### src/rtl/flash_seq_pkg.sv
// Constants and types for the flash command sequencer host
package flash_seq_pkg;
  // Register offsets on the AXI4-Lite port
  localparam logic [7:0] REG_CTRL = 8'h00;
  localparam logic [7:0] REG_ADDR = 8'h04;
  localparam logic [7:0] REG_COUNT = 8'h08;
  localparam logic [7:0] REG_STATUS = 8'h0c;
  localparam logic [7:0] REG_BASE = 8'h10;
  localparam logic [7:0] REG_POLL = 8'h14;
  localparam logic [7:0] REG_BUF = 8'h80;
  // Field positions
  localparam int CTRL_OP_LSB = 0;
  localparam int CTRL_HWRST_BIT = 8;
  localparam int ST_BUSY = 0;
  localparam int ST_ERR = 1;
  localparam int ST_WIN_OPEN = 2;
  localparam int ST_WIN_EXPIRED = 3;
  localparam int ST_POLARITY = 4;
  localparam int ST_TOGGLE_MAIN = 5;
  localparam int ST_TOGGLE_SECTOR = 6;
  localparam int ST_ERASE_WIN_BIT = 7;
  localparam int DQ_POLARITY = 7;
  localparam int DQ_TOGGLE_MAIN = 6;
  localparam int DQ_ERASE_WIN = 3;
  localparam int DQ_TOGGLE_SECTOR = 2;
  // Reset values
  localparam logic [31:0] REG_RST = 32'h0000_0000;
  localparam logic [15:0] POLL_RST = 16'h0000;
  // Flash command words and unlock offsets
  localparam logic [15:0] CMD_UNLOCK1 = 16'h00aa;
  localparam logic [15:0] CMD_UNLOCK2 = 16'h0055;
  localparam logic [15:0] CMD_BUF_LOAD = 16'h0025;
  localparam logic [15:0] CMD_BUF_CONFIRM = 16'h0029;
  localparam logic [15:0] CMD_ERASE_SETUP = 16'h0080;
  localparam logic [15:0] CMD_SECTOR_ERASE = 16'h0030;
  localparam logic [15:0] CMD_ARRAY_READ = 16'h00f0;
  localparam logic [11:0] OFS_UNLOCK1 = 12'h555;
  localparam logic [11:0] OFS_UNLOCK2 = 12'h2aa;
  // Write buffer geometry
  localparam int BUF_MAX_WORDS = 32;
  localparam int PAGE_WORDS = 32;
  localparam int PAGE_LSB = 5;
  // Timing
  localparam int CLK_MHZ = 200;
  localparam int PHASE_NS = 20;
  localparam int PHASE_CYC = (PHASE_NS * CLK_MHZ + 999) / 1000;
  localparam int ERASE_ACCEPT_US = 50;
  localparam int ERASE_ACCEPT_CYC = ERASE_ACCEPT_US * CLK_MHZ;
  localparam int ADD_MARGIN_CYC = 4 * PHASE_CYC + 2;
  // AXI responses
  localparam logic [1:0] RESP_OKAY = 2'h0;
  localparam logic [1:0] RESP_SLVERR = 2'h2;
  typedef enum logic [2:0] {
    OP_NONE = 3'h0, OP_PROGRAM = 3'h1, OP_ERASE = 3'h2, OP_ADD_SECTOR = 3'h3, OP_ABORT_RESET = 3'h4, OP_POLL = 3'h5
  } op_t;
  typedef enum logic [1:0] {SEQ_IDLE = 2'h0, SEQ_ISSUE = 2'h1, SEQ_WAIT = 2'h2} seq_state_t;
  typedef enum logic [2:0] {
    CYC_IDLE = 3'h0, CYC_ADDR = 3'h1, CYC_LATCH = 3'h2, CYC_STROBE = 3'h3, CYC_RELEASE = 3'h4
  } cyc_state_t;
endpackage

### src/rtl/flash_bus_cycle.sv
// One flash bus cycle, write or read, on the flash pins
`timescale 1ns/1ps
`default_nettype none
module flash_bus_cycle import flash_seq_pkg::*; #(
  parameter int FA_W = 24,
  parameter int DQ_W = 16,
  parameter int PHASE = PHASE_CYC
) (
  // Clock and reset
  input wire logic ref_clk,
  input wire logic rst_n,
  // Cycle request
  input wire logic start,
  input wire logic is_read,
  input wire logic [FA_W-1:0] addr,
  input wire logic [DQ_W-1:0] wdata,
  output logic busy,
  output logic done,
  output logic data_latched,
  output logic [DQ_W-1:0] rdata,
  // Flash pins
  output logic flash_ce_n,
  output logic address_valid_n,
  output logic flash_we_n,
  output logic flash_oe_n,
  output logic [FA_W-1:0] flash_addr,
  output logic [DQ_W-1:0] dq_o,
  output logic dq_oe,
  input wire logic [DQ_W-1:0] dq_i
);
  cyc_state_t state_r, state_nxt;
  logic [7:0] cnt_r, cnt_nxt;
  logic read_r, read_nxt;
  logic ce_n_r, ce_n_nxt, avd_n_r, avd_n_nxt, we_n_r, we_n_nxt, oe_n_r, oe_n_nxt, dq_oe_r, dq_oe_nxt;
  logic latched_r, latched_nxt;
  logic [FA_W-1:0] addr_r, addr_nxt;
  logic [DQ_W-1:0] dq_o_r, dq_o_nxt, rdata_r, rdata_nxt, dq_s1_r, dq_s2_r;
  logic phase_end;

  assign phase_end = (cnt_r == 8'h00);
  assign busy = (state_r != CYC_IDLE);
  assign done = (state_r == CYC_RELEASE) && phase_end;
  assign data_latched = latched_r;
  assign rdata = rdata_r;
  assign flash_ce_n = ce_n_r;
  assign address_valid_n = avd_n_r;
  assign flash_we_n = we_n_r;
  assign flash_oe_n = oe_n_r;
  assign flash_addr = addr_r;
  assign dq_o = dq_o_r;
  assign dq_oe = dq_oe_r;

  always_comb begin
    state_nxt = state_r;
    cnt_nxt = phase_end ? 8'(PHASE - 1) : cnt_r - 8'h01;
    read_nxt = read_r;
    ce_n_nxt = ce_n_r;
    avd_n_nxt = avd_n_r;
    we_n_nxt = we_n_r;
    oe_n_nxt = oe_n_r;
    dq_oe_nxt = dq_oe_r;
    addr_nxt = addr_r;
    dq_o_nxt = dq_o_r;
    rdata_nxt = rdata_r;
    latched_nxt = 1'b0;
    case (state_r)
      CYC_IDLE: begin
        cnt_nxt = 8'(PHASE - 1);
        if (start) begin
          state_nxt = CYC_ADDR;
          read_nxt = is_read;
          ce_n_nxt = 1'b0;
          avd_n_nxt = 1'b0;
          addr_nxt = addr;
          dq_o_nxt = wdata;
        end
      end
      CYC_ADDR: if (phase_end) begin
        // Address is taken by the device on this rising edge
        state_nxt = CYC_LATCH;
        avd_n_nxt = 1'b1;
      end
      CYC_LATCH: if (phase_end) begin
        state_nxt = CYC_STROBE;
        oe_n_nxt = !read_r;
        we_n_nxt = read_r;
        dq_oe_nxt = !read_r;
      end
      CYC_STROBE: if (phase_end) begin
        // Write data is taken on the rising edge of the write strobe
        state_nxt = CYC_RELEASE;
        we_n_nxt = 1'b1;
        oe_n_nxt = 1'b1;
        latched_nxt = !read_r;
        if (read_r) begin
          rdata_nxt = dq_s2_r;
        end
      end
      CYC_RELEASE: if (phase_end) begin
        state_nxt = CYC_IDLE;
        ce_n_nxt = 1'b1;
        dq_oe_nxt = 1'b0;
      end
      default: state_nxt = CYC_IDLE;
    endcase
  end

  always_ff @(posedge ref_clk) begin
    dq_s1_r <= dq_i;
    dq_s2_r <= dq_s1_r;
    if (!rst_n) begin
      state_r <= CYC_IDLE;
      cnt_r <= 8'h00;
      read_r <= 1'b0;
      ce_n_r <= 1'b1;
      avd_n_r <= 1'b1;
      we_n_r <= 1'b1;
      oe_n_r <= 1'b1;
      dq_oe_r <= 1'b0;
      latched_r <= 1'b0;
      addr_r <= '0;
      dq_o_r <= '0;
      rdata_r <= '0;
    end else begin
      state_r <= state_nxt;
      cnt_r <= cnt_nxt;
      read_r <= read_nxt;
      ce_n_r <= ce_n_nxt;
      avd_n_r <= avd_n_nxt;
      we_n_r <= we_n_nxt;
      oe_n_r <= oe_n_nxt;
      dq_oe_r <= dq_oe_nxt;
      latched_r <= latched_nxt;
      addr_r <= addr_nxt;
      dq_o_r <= dq_o_nxt;
      rdata_r <= rdata_nxt;
    end
  end
endmodule
`default_nettype wire

### src/rtl/flash_seq_host.sv
// Host-side flash command sequencer with an AXI4-Lite register port
// Function
// Buffered program opens with AA at base+555 then 55 at base+2AA.
// Third write sends 0025 to the program address to start buffer load.
// Fourth write sends word count minus one at the program address.
// Buffered program carries one to thirty-two words, never more.
// All loaded word addresses stay inside one write buffer page.
// Pages align on multiples of 0x20; the start address picks the page.
// After the last word, 0029 is written at the sector address.
// Abort exit: unlock pair then 00F0 at base+555 returns to array read.
// Filling the buffer fully is advised for throughput, not required.
// Sector erase: unlock pair, 0080 at 555, unlock pair, 0030 at sector.
// Device preprograms to zeros itself before erasing; host does nothing.
// Erased sector words read back as FFFF.
// Device holds an acceptance window after erase for more sectors.
// Extra sector erase writes follow within the acceptance time.
// Any other command in the window returns the bank to array read.
// Device shows window expiry on a status bit the host can poll.
// The window starts at the write strobe rise of the last erase write.
// Erase completion returns the bank to array read, addresses released.
// Non-erasing banks still serve array reads during an erase.
// Reads of the erasing bank return poll and toggle status bits.
// During the internal erase only erase suspend is acted upon.
// Hardware reset aborts an erase; host repeats it after array read. The code never reissues the erase.
// Address taken on address-valid rise, data on write strobe rise.
// Anything but confirm after the declared loads aborts the program.
// A load count that differs from the declared count voids confirm.
// Loading a word outside the load sector aborts the program.
//
// Implementation choices: the register offsets and the AXI4-Lite register port.
`timescale 1ns/1ps
`default_nettype none
module flash_seq_host import flash_seq_pkg::*; #(
  parameter int FA_W = 24,
  parameter int DQ_W = 16,
  parameter int ERASE_ACCEPT = ERASE_ACCEPT_CYC
) (
  // Clock and reset
  input wire logic ref_clk,
  input wire logic rst_n,
  // AXI4-Lite write
  input wire logic s_axi_awvalid,
  output logic s_axi_awready,
  input wire logic [7:0] s_axi_awaddr,
  input wire logic s_axi_wvalid,
  output logic s_axi_wready,
  input wire logic [31:0] s_axi_wdata,
  input wire logic [3:0] s_axi_wstrb,
  output logic s_axi_bvalid,
  input wire logic s_axi_bready,
  output logic [1:0] s_axi_bresp,
  // AXI4-Lite read
  input wire logic s_axi_arvalid,
  output logic s_axi_arready,
  input wire logic [7:0] s_axi_araddr,
  output logic s_axi_rvalid,
  input wire logic s_axi_rready,
  output logic [31:0] s_axi_rdata,
  output logic [1:0] s_axi_rresp,
  // Flash pins
  output logic flash_reset_n,
  output logic flash_ce_n,
  output logic address_valid_n,
  output logic flash_we_n,
  output logic flash_oe_n,
  output logic [FA_W-1:0] flash_addr,
  output logic [DQ_W-1:0] dq_o,
  output logic dq_oe,
  input wire logic [DQ_W-1:0] dq_i
);
  logic bvalid_r, bvalid_nxt, rvalid_r, rvalid_nxt, frst_n_r, frst_n_nxt;
  logic [1:0] bresp_r, bresp_nxt, rresp_r, rresp_nxt;
  logic [31:0] rdata_r, rdata_nxt, status_w;
  logic [FA_W-1:0] base_r, base_nxt, addr_r, addr_nxt;
  logic [5:0] count_r, count_nxt;
  logic [DQ_W-1:0] buf_r [BUF_MAX_WORDS], buf_nxt [BUF_MAX_WORDS];
  logic wr_fire, rd_fire, start_req, start_ok, hw_reset;
  op_t req_op;
  seq_state_t state_r, state_nxt;
  op_t op_r, op_nxt;
  logic [5:0] step_r, step_nxt;
  logic err_r, err_nxt, win_open_r, win_open_nxt;
  logic [31:0] win_cnt_r, win_cnt_nxt;
  logic [DQ_W-1:0] poll_r, poll_nxt;
  logic cyc_start, cyc_read, cyc_busy, cyc_done, cyc_latched, last_step;
  logic [FA_W-1:0] cyc_addr;
  logic [DQ_W-1:0] cyc_data, cyc_rdata;
  logic [6:0] page_end;
  logic [4:0] word_idx;

  function automatic logic [31:0] merge(input logic [31:0] old, input logic [31:0] nw, input logic [3:0] strb);
    logic [31:0] res;
    res = old;
    for (int i = 0; i < 4; i++) begin
      if (strb[i]) begin
        res[i*8 +: 8] = nw[i*8 +: 8];
      end
    end
    return res;
  endfunction

  // Bus slave: address and data are taken together, one response at a time
  assign wr_fire = s_axi_awvalid && s_axi_wvalid && !bvalid_r;
  assign rd_fire = s_axi_arvalid && !rvalid_r;
  assign s_axi_awready = wr_fire;
  assign s_axi_wready = wr_fire;
  assign s_axi_arready = !rvalid_r;
  assign s_axi_bvalid = bvalid_r;
  assign s_axi_bresp = bresp_r;
  assign s_axi_rvalid = rvalid_r;
  assign s_axi_rdata = rdata_r;
  assign s_axi_rresp = rresp_r;
  assign flash_reset_n = frst_n_r;
  assign hw_reset = !frst_n_r;
  assign req_op = op_t'(s_axi_wdata[CTRL_OP_LSB +: 3]);
  assign start_req = wr_fire && (s_axi_awaddr == REG_CTRL) && s_axi_wstrb[0] && (req_op != OP_NONE);

  always_comb begin
    status_w = REG_RST;
    status_w[ST_BUSY] = (state_r != SEQ_IDLE) || cyc_busy;
    status_w[ST_ERR] = err_r;
    status_w[ST_WIN_OPEN] = win_open_r;
    status_w[ST_WIN_EXPIRED] = win_open_r && (win_cnt_r == 32'h0);
    status_w[ST_POLARITY] = poll_r[DQ_POLARITY];
    status_w[ST_TOGGLE_MAIN] = poll_r[DQ_TOGGLE_MAIN];
    status_w[ST_TOGGLE_SECTOR] = poll_r[DQ_TOGGLE_SECTOR];
    status_w[ST_ERASE_WIN_BIT] = poll_r[DQ_ERASE_WIN];
  end

  always_comb begin
    bvalid_nxt = bvalid_r && !s_axi_bready;
    bresp_nxt = bresp_r;
    rvalid_nxt = rvalid_r && !s_axi_rready;
    rresp_nxt = rresp_r;
    rdata_nxt = rdata_r;
    base_nxt = base_r;
    addr_nxt = addr_r;
    count_nxt = count_r;
    buf_nxt = buf_r;
    frst_n_nxt = frst_n_r;
    if (wr_fire) begin
      bvalid_nxt = 1'b1;
      bresp_nxt = RESP_OKAY;
      if (s_axi_awaddr == REG_CTRL) begin
        if (s_axi_wstrb[1]) begin
          frst_n_nxt = !s_axi_wdata[CTRL_HWRST_BIT];
        end
      end else if (s_axi_awaddr == REG_ADDR) begin
        addr_nxt = FA_W'(merge(32'(addr_r), s_axi_wdata, s_axi_wstrb));
      end else if (s_axi_awaddr == REG_COUNT) begin
        count_nxt = 6'(merge(32'(count_r), s_axi_wdata, s_axi_wstrb));
      end else if (s_axi_awaddr == REG_BASE) begin
        base_nxt = FA_W'(merge(32'(base_r), s_axi_wdata, s_axi_wstrb));
      end else if (s_axi_awaddr >= REG_BUF) begin
        buf_nxt[s_axi_awaddr[6:2]] = DQ_W'(merge(32'(buf_r[s_axi_awaddr[6:2]]), s_axi_wdata, s_axi_wstrb));
      end else if (s_axi_awaddr != REG_STATUS && s_axi_awaddr != REG_POLL) begin
        bresp_nxt = RESP_SLVERR;
      end
    end
    if (rd_fire) begin
      rvalid_nxt = 1'b1;
      rresp_nxt = RESP_OKAY;
      if (s_axi_araddr == REG_CTRL) begin
        rdata_nxt = {23'h0, hw_reset, 5'h0, op_r};
      end else if (s_axi_araddr == REG_ADDR) begin
        rdata_nxt = 32'(addr_r);
      end else if (s_axi_araddr == REG_COUNT) begin
        rdata_nxt = 32'(count_r);
      end else if (s_axi_araddr == REG_STATUS) begin
        rdata_nxt = status_w;
      end else if (s_axi_araddr == REG_BASE) begin
        rdata_nxt = 32'(base_r);
      end else if (s_axi_araddr == REG_POLL) begin
        rdata_nxt = 32'(poll_r);
      end else if (s_axi_araddr >= REG_BUF) begin
        rdata_nxt = 32'(buf_r[s_axi_araddr[6:2]]);
      end else begin
        rdata_nxt = REG_RST;
        rresp_nxt = RESP_SLVERR;
      end
    end
  end

  always_ff @(posedge ref_clk) begin
    if (!rst_n) begin
      bvalid_r <= 1'b0;
      bresp_r <= RESP_OKAY;
      rvalid_r <= 1'b0;
      rresp_r <= RESP_OKAY;
      rdata_r <= REG_RST;
      base_r <= FA_W'(REG_RST);
      addr_r <= FA_W'(REG_RST);
      count_r <= 6'(REG_RST);
      buf_r <= '{default: '0};
      frst_n_r <= 1'b1;
    end else begin
      bvalid_r <= bvalid_nxt;
      bresp_r <= bresp_nxt;
      rvalid_r <= rvalid_nxt;
      rresp_r <= rresp_nxt;
      rdata_r <= rdata_nxt;
      base_r <= base_nxt;
      addr_r <= addr_nxt;
      count_r <= count_nxt;
      buf_r <= buf_nxt;
      frst_n_r <= frst_n_nxt;
    end
  end

  // Program checks: word count and single page from the start address
  assign page_end = 7'(addr_r[PAGE_LSB-1:0]) + 7'(count_r) - 7'h01;
  assign word_idx = 5'(step_r - 6'h04);

  always_comb begin
    case (req_op)
      OP_PROGRAM: start_ok = (count_r != 6'h00) && (count_r <= 6'(BUF_MAX_WORDS))
                             && (page_end < 7'(PAGE_WORDS));
      OP_ADD_SECTOR: start_ok = win_open_r && (win_cnt_r > 32'(ADD_MARGIN_CYC));
      OP_ERASE, OP_ABORT_RESET, OP_POLL: start_ok = 1'b1;
      default: start_ok = 1'b0;
    endcase
    case (op_r)
      OP_PROGRAM: last_step = (step_r == count_r + 6'h04);
      OP_ERASE: last_step = (step_r == 6'h05);
      OP_ABORT_RESET: last_step = (step_r == 6'h02);
      default: last_step = 1'b1;
    endcase
  end

  // Address and data of the current step
  always_comb begin
    cyc_addr = base_r + FA_W'(OFS_UNLOCK1);
    cyc_data = CMD_UNLOCK1;
    cyc_read = 1'b0;
    if ((op_r != OP_ADD_SECTOR) && (op_r != OP_POLL) && (step_r == 6'h01 || (op_r == OP_ERASE && step_r == 6'h04))) begin
      cyc_addr = base_r + FA_W'(OFS_UNLOCK2);
      cyc_data = CMD_UNLOCK2;
    end else if (op_r == OP_PROGRAM && step_r == 6'h02) begin
      cyc_addr = addr_r;
      cyc_data = CMD_BUF_LOAD;
    end else if (op_r == OP_PROGRAM && step_r == 6'h03) begin
      cyc_addr = addr_r;
      cyc_data = DQ_W'(count_r - 6'h01);
    end else if (op_r == OP_PROGRAM && last_step) begin
      cyc_addr = addr_r + FA_W'(count_r - 6'h01);
      cyc_data = CMD_BUF_CONFIRM;
    end else if (op_r == OP_PROGRAM && step_r >= 6'h04) begin
      cyc_addr = addr_r + FA_W'(word_idx);
      cyc_data = buf_r[word_idx];
    end else if (op_r == OP_ERASE && step_r == 6'h02) begin
      cyc_data = CMD_ERASE_SETUP;
    end else if ((op_r == OP_ERASE && step_r == 6'h05) || op_r == OP_ADD_SECTOR) begin
      cyc_addr = addr_r;
      cyc_data = CMD_SECTOR_ERASE;
    end else if (op_r == OP_ABORT_RESET && step_r == 6'h02) begin
      cyc_data = CMD_ARRAY_READ;
    end else if (op_r == OP_POLL) begin
      cyc_addr = addr_r;
      cyc_read = 1'b1;
    end
  end

  // Sequencer
  always_comb begin
    state_nxt = state_r;
    op_nxt = op_r;
    step_nxt = step_r;
    err_nxt = err_r;
    win_open_nxt = win_open_r;
    win_cnt_nxt = (win_cnt_r != 32'h0) ? win_cnt_r - 32'h1 : win_cnt_r;
    poll_nxt = poll_r;
    cyc_start = 1'b0;
    case (state_r)
      SEQ_IDLE: if (start_req) begin
        if (start_ok && !cyc_busy && !hw_reset) begin
          state_nxt = SEQ_ISSUE;
          op_nxt = req_op;
          step_nxt = 6'h00;
          err_nxt = 1'b0;
          if (req_op != OP_POLL && req_op != OP_ADD_SECTOR) begin
            win_open_nxt = 1'b0;
          end
        end else begin
          err_nxt = 1'b1;
        end
      end
      SEQ_ISSUE: begin
        cyc_start = 1'b1;
        state_nxt = SEQ_WAIT;
      end
      SEQ_WAIT: begin
        if (cyc_latched && last_step && (op_r == OP_ERASE || op_r == OP_ADD_SECTOR)) begin
          win_open_nxt = 1'b1;
          win_cnt_nxt = 32'(ERASE_ACCEPT);
        end
        if (cyc_done) begin
          if (op_r == OP_POLL) begin
            poll_nxt = cyc_rdata;
          end
          if (last_step) begin
            state_nxt = SEQ_IDLE;
          end else begin
            step_nxt = step_r + 6'h01;
            state_nxt = SEQ_ISSUE;
          end
        end
      end
      default: state_nxt = SEQ_IDLE;
    endcase
    if (start_req && state_r != SEQ_IDLE) begin
      err_nxt = 1'b1;
    end
    if (hw_reset) begin
      state_nxt = SEQ_IDLE;
      win_open_nxt = 1'b0;
      win_cnt_nxt = 32'h0;
    end
  end

  always_ff @(posedge ref_clk) begin
    if (!rst_n) begin
      state_r <= SEQ_IDLE;
      op_r <= OP_NONE;
      step_r <= 6'h00;
      err_r <= 1'b0;
      win_open_r <= 1'b0;
      win_cnt_r <= 32'h0;
      poll_r <= POLL_RST;
    end else begin
      state_r <= state_nxt;
      op_r <= op_nxt;
      step_r <= step_nxt;
      err_r <= err_nxt;
      win_open_r <= win_open_nxt;
      win_cnt_r <= win_cnt_nxt;
      poll_r <= poll_nxt;
    end
  end

  flash_bus_cycle #(.FA_W(FA_W), .DQ_W(DQ_W), .PHASE(PHASE_CYC)) u_cycle (
    .ref_clk(ref_clk),
    .rst_n(rst_n),
    .start(cyc_start),
    .is_read(cyc_read),
    .addr(cyc_addr),
    .wdata(cyc_data),
    .busy(cyc_busy),
    .done(cyc_done),
    .data_latched(cyc_latched),
    .rdata(cyc_rdata),
    .flash_ce_n(flash_ce_n),
    .address_valid_n(address_valid_n),
    .flash_we_n(flash_we_n),
    .flash_oe_n(flash_oe_n),
    .flash_addr(flash_addr),
    .dq_o(dq_o),
    .dq_oe(dq_oe),
    .dq_i(dq_i)
  );
endmodule
`default_nettype wire

### config.mk
export PLATFORM = sky130hd
export DESIGN_NAME = flash_seq_host
export DESIGN_NICKNAME = d
export VERILOG_FILES = /design/src/rtl/flash_seq_pkg.sv /design/src/rtl/flash_bus_cycle.sv /design/src/rtl/flash_seq_host.sv
export SDC_FILE = /design/constraint.sdc
export NUM_CORES = 2
export LEC_CHECK = 0
export BUFFER_PORTS_ARGS = -buffer_cell sky130_fd_sc_hd__buf_2
export CAP_MARGIN = 20
export CORE_ASPECT_RATIO = 0.6
export CORE_MARGIN = 3
export CORE_UTILIZATION = 60
export CTS_CLUSTER_SIZE = 24
export DETAILED_ROUTE_END_ITERATION = 10
export PLACE_DENSITY = 0.77
export SLEW_MARGIN = 20
export SYNTH_ARGS = -nofsm -noshare
export SYNTH_HDL_FRONTEND = slang
export SYNTH_SLANG_ARGS = --single-unit
### constraint.sdc
create_clock -name ref_clk -period 6.8 [get_ports ref_clk]
set_clock_uncertainty 0.2 [all_clocks]
set_input_delay 0.34 -clock ref_clk [delete_from_list [all_inputs] [get_ports ref_clk]]
set_output_delay 0.34 -clock ref_clk [all_outputs]
set_load 0.02 [all_outputs]
### Word-level counts from Yosys, hierarchy flattened

Index checks and enable logic that the tools add are counted.

* word-level logic and storage cells: 349
* output and inout bits: 87
* register bits: 772

* multiplexer cells: 117
* $add $sub $neg: 13
* bitwise logic cells: 8
* eq/ne operators: 47
* reduce and logical (&&, ||, !) cells: 87
* $lt $le $gt $ge: 10

Operators with widths (count)
* $bwmux W512: 1
* $mux W24: 14
* $bmux W16 S5: 3
* $mux W16: 14
* $mux W8: 16
* $mux W32: 3
* $demux W16 S5: 1
* $mux W2: 18
* $gt A32 B5 Y1 const B: 1
* $logic_not A32 Y1: 1
* $reduce_bool A32 Y1: 1
* $sub A32 B1 Y32 const B: 1
* $logic_and A1 B1 Y1: 31
* $reduce_and A3 Y1: 10
* $mux W1: 26
* $add A24 B10 Y24 const B: 1
* $add A24 B11 Y24 const B: 1
* $add A24 B24 Y24: 1
* $add A24 B5 Y24: 1
* $eq A8 B4 Y1 const B: 3
* $eq A8 B5 Y1 const B: 3
* $logic_not A8 Y1: 3
* $mux W6: 4
* $reduce_and A6 Y1: 4
* other kinds (49): 120

### Longest topological paths before layout

* depth in word-level cells: 12
* gate-level depth with buffers: 17
* gate-level depth less buffers: 13

### Modules after synthesis

A second synthesis with hierarchy kept.

* cell total of the unflattened synthesis: 4524
* area, all modules: 44243.7 sq um

Modules (own cells, without submodules)
* flash_seq_host: area each 40730.3 sq um, sequential area each 13132.6 sq um, times used 1, cells each 4154
* flash_bus_cycle: area each 3513.4 sq um, sequential area each 2122.0 sq um, times used 1, cells each 370

### Worst setup path before layout

No wires, ideal clock.

* kind: reg-to-reg
* start point: register count_r[2]
* end point: register u_cycle.addr_r[22] (netlist: u_cycle.flash_addr[22])
* required time: 6.499 ns
* path slack: 2.444 ns
* clock period less this slack: 4.356 ns
* arrival: 4.055 ns
* cell stages (with the launch flop): 15
* setup time: 0.101 ns
* cell sequence: dfxtp_1 > clkbuf_1 > inv_1 > ha_1 > nand2_1 > nor3_1 > ha_1 > nor3_1 > nor4_1 > a211oi_1 > a21oi_1 > a211o_1 > a31oi_1 > xor2_1 > o41ai_1

* word-level cells in the longest chain between the ends: 8
* elaborated cells between the ends (all ways): 10
* those cells by class: 3 x add/sub; 1 x eq/ne; 5 x mux; 1 x reduce/logical

RTL lines
* start: declaration: RTL line flash_seq_host.sv:75 `logic [5:0] count_r, count_nxt;`
* start signal: assignment: RTL line flash_seq_host.sv:193 `count_r <= 6'(REG_RST);`
* start signal: assignment: RTL line flash_seq_host.sv:204 `count_r <= count_nxt;`
* branches (longest 4 deep; another with $add A24 B24 Y24)
* $mux W24 *: RTL line flash_seq_host.sv:244 `end else if (op_r == OP_PROGRAM && last_step) begin`
* $mux W24 *: RTL line flash_seq_host.sv:241 `end else if (op_r == OP_PROGRAM && step_r == 6'h03) begin`
* $mux W24 *: RTL line flash_seq_host.sv:238 `end else if (op_r == OP_PROGRAM && step_r == 6'h02) begin`
* $mux W24 *: RTL line flash_seq_host.sv:235 `if ((op_r != OP_ADD_SECTOR) && (op_r != OP_POLL) && (step_r == 6'h01 || (op_r == OP_ERASE && step_r == 6'h04)) ...`
* end signal: assignment: RTL line flash_bus_cycle.sv:134 `addr_r <= addr_nxt;`
* end: declaration: RTL line flash_bus_cycle.sv:36 `logic [FA_W-1:0] addr_r, addr_nxt;`

Mark *: on every way between the ends.
A chain may end at the register's enable or synchronous reset.

### Final worst setup path

* start point: register count_r[3]
* end point: register u_cycle.addr_r[23] (netlist: u_cycle.flash_addr[23])

The elaborated chain is that of the path after synthesis.

==> results.md <==
- CTS tree: built
- Reg power frac: 48.3%
- Crit-path cells: inv_1 > ha_1 > nand2_1 > nor3_2 > buf_4 > ha_1 > nand3_1 > nor3_1 > o31ai_1 > o21ai_0 > a31oi_1 > o21ai_0 > xnor2_1 > a21oi_1
- First-pass GRT wire length: 248000 um
- GRT overflow: 0
- Core area: ~72000 um^2
- Syn avg cell area: 8.95 um^2
- Syn-to-layout area delta: 8.90%
- Count leader, synth: nand2_1
- Warning count from the yosys run: 0
- LEAKAGE: around 16 nW
- Pin slew with the least headroom to its limit: approximately 1.4 ns
- Num CTS Buffers: between 70 and 80
- Crit. End Element: register
- Met2 GRT Util: between 50% and 60%
- Post_cts resized: 0
- Die extent in y: approximately 220 um
- Worst slack, placed: about 2.1 ns
- Seq/Total Area, Yosys: approximately a third
- Sink Count: approximately 760
- Hold-fix buffers, CTS: about 50
- R2r setup slk: between 1.5 and 2 ns
- F_max: approximately 200 MHz
- Gate Count Post-Synth: between 4000 and 5000
- Worst Setup SP: count_r[3]$_SDFFE_PN0P_
- Finished Layout Cells: slightly below 6000
- Compound-gate portion of the synthesized area: between 10% and 20%
- CTS clk-pin slew, worst paths: about 0.07 ns
- Initial antenna violation count: 1
- Fin util: approximately two thirds
- GR Util met3: about a quarter
- Reg2reg path depth: 14
- Post-synth top area share: between 30% and 40%
- Die Wd: 356 um
- Int Power: slightly below 7 mW
- Status: completed
- RSZ-0062 raised after global routing: no
- Setup WS post-layout: ~1.7 ns
- Main combinational cell family by area after synthesis: multiplexers
- Xor and xnor area share after synthesis: under 10%
- DRT Wirelength: around 170000 um
- Final min period: approximately 5.1 ns
- Initial Util: between 60% and 70%
- End of the worst register-to-register path: u_cycle.flash_addr[23]$_SDFFE_PN0P_
- Yosys cell types: 91
- H-tree depth: 3
- Largest net degree at the start of global routing: 243
- Final ANT Viol Nets: 0
- EDFF count, synth: 0
- Routability cong.: approximately 1.1
- Clk_lat worst skew: about 0.7 ns
- Setup TNS: 0 ns
- Top cells by area, synth: dfxtp_1 (35%), mux4_2 (20%), nand2_1 (9.9%), a21oi_1 (7.0%), mux2i_1 (3.8%)
- Residual DRC count: 0
- Slew margin rel.: roughly 8.8%
- Initial DRC Count: between 7000 and 8000
- DR vias: roughly 42000
- Drt wl/cell: just under 30 um
- CP endpoint: u_cycle.flash_addr[23]$_SDFFE_PN0P_
- Pwr dens: between 150 and 200 nW/um^2
- Number of global-route vias before repair: a little under 40000
- Synth cell count leaders: nand2_1 (1164), dfxtp_1 (762), a21oi_1 (614), mux4_2 (391), clkbuf_1 (252)
- Slowest cell on crit path: o21ai_0
- Maximum vdd ir drop: 0.232 mV
- Dpl hpwl: between 100000 and 150000 um
- Maxcap violations: 0
- Clock network fraction of design power: between 40% and 50%
- Final setup viols: 0
- Required time worst endpoint: slightly above 7 ns
- Synth Cell Area: 44100 um^2
- # Post-CTS Setup Buffers: 0
- Die area: 76900 um^2
- Arrival time of the worst setup path: ~5.5 ns
- Top Ports: 162
- Startpoint type of the worst setup path: register
- Critical path's largest stage delay: between 0.7 and 0.8 ns
- Leading area contributor after synthesis: dfxtp_1
- DR vias/cell: approximately 7.2
- Fin. max-slew vios: 0
- #FFs+latches synth: approximately 760
- Nets@finish: ~5000
- Std cell rows: 76
- Final Cycle Share: 75.0%
- Met1 GRT Util: between 50% and 60%
- Root Buffer: clkbuf_16
- Ys async rst share: 0%
- Gr usage total: around 43%
- Worst reg2reg path startpoint: count_r[3]$_SDFFE_PN0P_
- First drt pass iteration count: 7
- Synth Area in Simple Gates: ~17%
- Max Fanout on Critical Path: 17
- Most used DFF post-synth: dfxtp_1
- Port Buffer Count: between 100 and 150
- Min-delay worst type: in2reg
- GR peak layer: met1
- Synth Area in Adders: under 10%
- Logic gate share of total power: 6.2%
- Layout cells sized above 1: between 15 and 20%
- Placed cells: approximately 5700
- Psw: ~2.3 mW
- Final hold vios: 0
- Post-synthesis mux area share: roughly a quarter
- Deepest clock path buffer count: 3
- Critical path class: reg2reg
- Switch share: 25.2%
[power by group through the flow]
stage	Sequential [mW]	Combinational (mW)	Clock, mW
3_5_place_dp	4.59	0.519	0
6_report	4.49	0.577	4.22
4_1_cts	4.49	0.542	4.20
5_1_grt	4.49	0.588	4.39
3_3_place_gp	4.59	0.514	0
2_1_floorplan	4.59	0.356	0
[per-stage QoR]
stage	cell area [um^2]	hold slack, ns	total power, mW
floorplan	44100	0.110	4.95
global placement	45000	0.112	5.10
detailed placement	45100	0.113	5.11
CTS	47900	0.00790	9.23
global route	48000	0.0438	9.46
finish	48000	0.0419	9.29
[flip-flops by register name, summed over array words and instances (netlist names), 2 cells and up]
| name | cells |
|---|---|
| state_r | 2 |
| u_cycle.flash_addr | 24 |
| count_r | 6 |
| u_cycle.dq_s1_r | 16 |
| op_r | 3 |
| buf_r | 512 |
| addr_r | 24 |
| u_cycle.state_r | 3 |
| s_axi_rdata | 24 |
| u_cycle.dq_s2_r | 16 |
| u_cycle.rdata | 16 |
| poll_r | 16 |
| u_cycle.dq_o | 16 |
| step_r | 6 |
| win_cnt_r | 32 |
| base_r | 24 |
| u_cycle.cnt_r | 8 |
[logic make-up (layout without fill, tap and decap cells)]
group                      count (synthesis)  count (layout)
xor gates and xnor gates                 105             105
muxes                                    583             583
adders and majority gates                 57              57
DFF                                      762             762
AOI/OAI and AO/OA                       1172            1172
and+or+nand+nor                         1756            1756
buffers and inverters                    493             449
other                                      1              14
[worst max-delay path: cells and delay by family (launching register included)]
kind,cells,cell delay [ns]
compound gates,5,1.83
xor+xnor,1,0.19
fa+ha+maj,2,0.50
buf+inv,2,0.67
flops,1,0.41
simple gates,4,1.18
[layout by cell type, fill, tap and decap left out, types with 50 or more instances in the layout]
cell type and instances:
a22oi_1 51, nand3_1 114, buf_4 77, dfxtp_1 760
o21ai_0 207, inv_1 50, clkbuf_16 71, xnor2_1 67
buf_2 137, a21oi_1 611, nor2_1 199, ha_1 55
nand2_1 1148, mux4_2 391, mux2i_1 166
[layer usage]
| layer | vias to the layer above | share of wire [%] |
|---|---|---|
| met3 | 674 | 20 |
| li1 | 17700 | - |
| met5 | - | 0.072 |
| met4 | 2 | 4.8 |
| met1 | 20100 | 37 |
| met2 | 3804 | 38 |
[how the worst min path moves through the flow]
stage,endpoint,cells past startpoint,start,slack (ns)
after global routing,base_r[16]$_SDFFE_PN0P_,4,s_axi_wstrb[2],0.04
after global placement,u_cycle.dq_s2_r[12]$_DFF_P_,0,u_cycle.dq_s1_r[12]$_DFF_P_,0.11
final,base_r[18]$_SDFFE_PN0P_,4,s_axi_wstrb[2],0.04
after detailed placement,u_cycle.dq_s2_r[10]$_DFF_P_,0,u_cycle.dq_s1_r[10]$_DFF_P_,0.11
after floorplan,u_cycle.dq_s2_r[0]$_DFF_P_,0,u_cycle.dq_s1_r[0]$_DFF_P_,0.11
after CTS,s_axi_rdata[8]$_SDFFE_PN0P_,4,s_axi_arvalid,0.008
[cell type report]
class                   instances  area [um^2]
diodes                          4         10.0
multi-input cells            3683        27100
fillers                      5725        24200
flip-flops and latches        762        15300
repair buffers                273         1910
inverters                      53          206
well taps                     975         1220
clock buffers                  94         1980
clock inverters                29          362
Note: power is estimated with default switching activity, not from simulation.
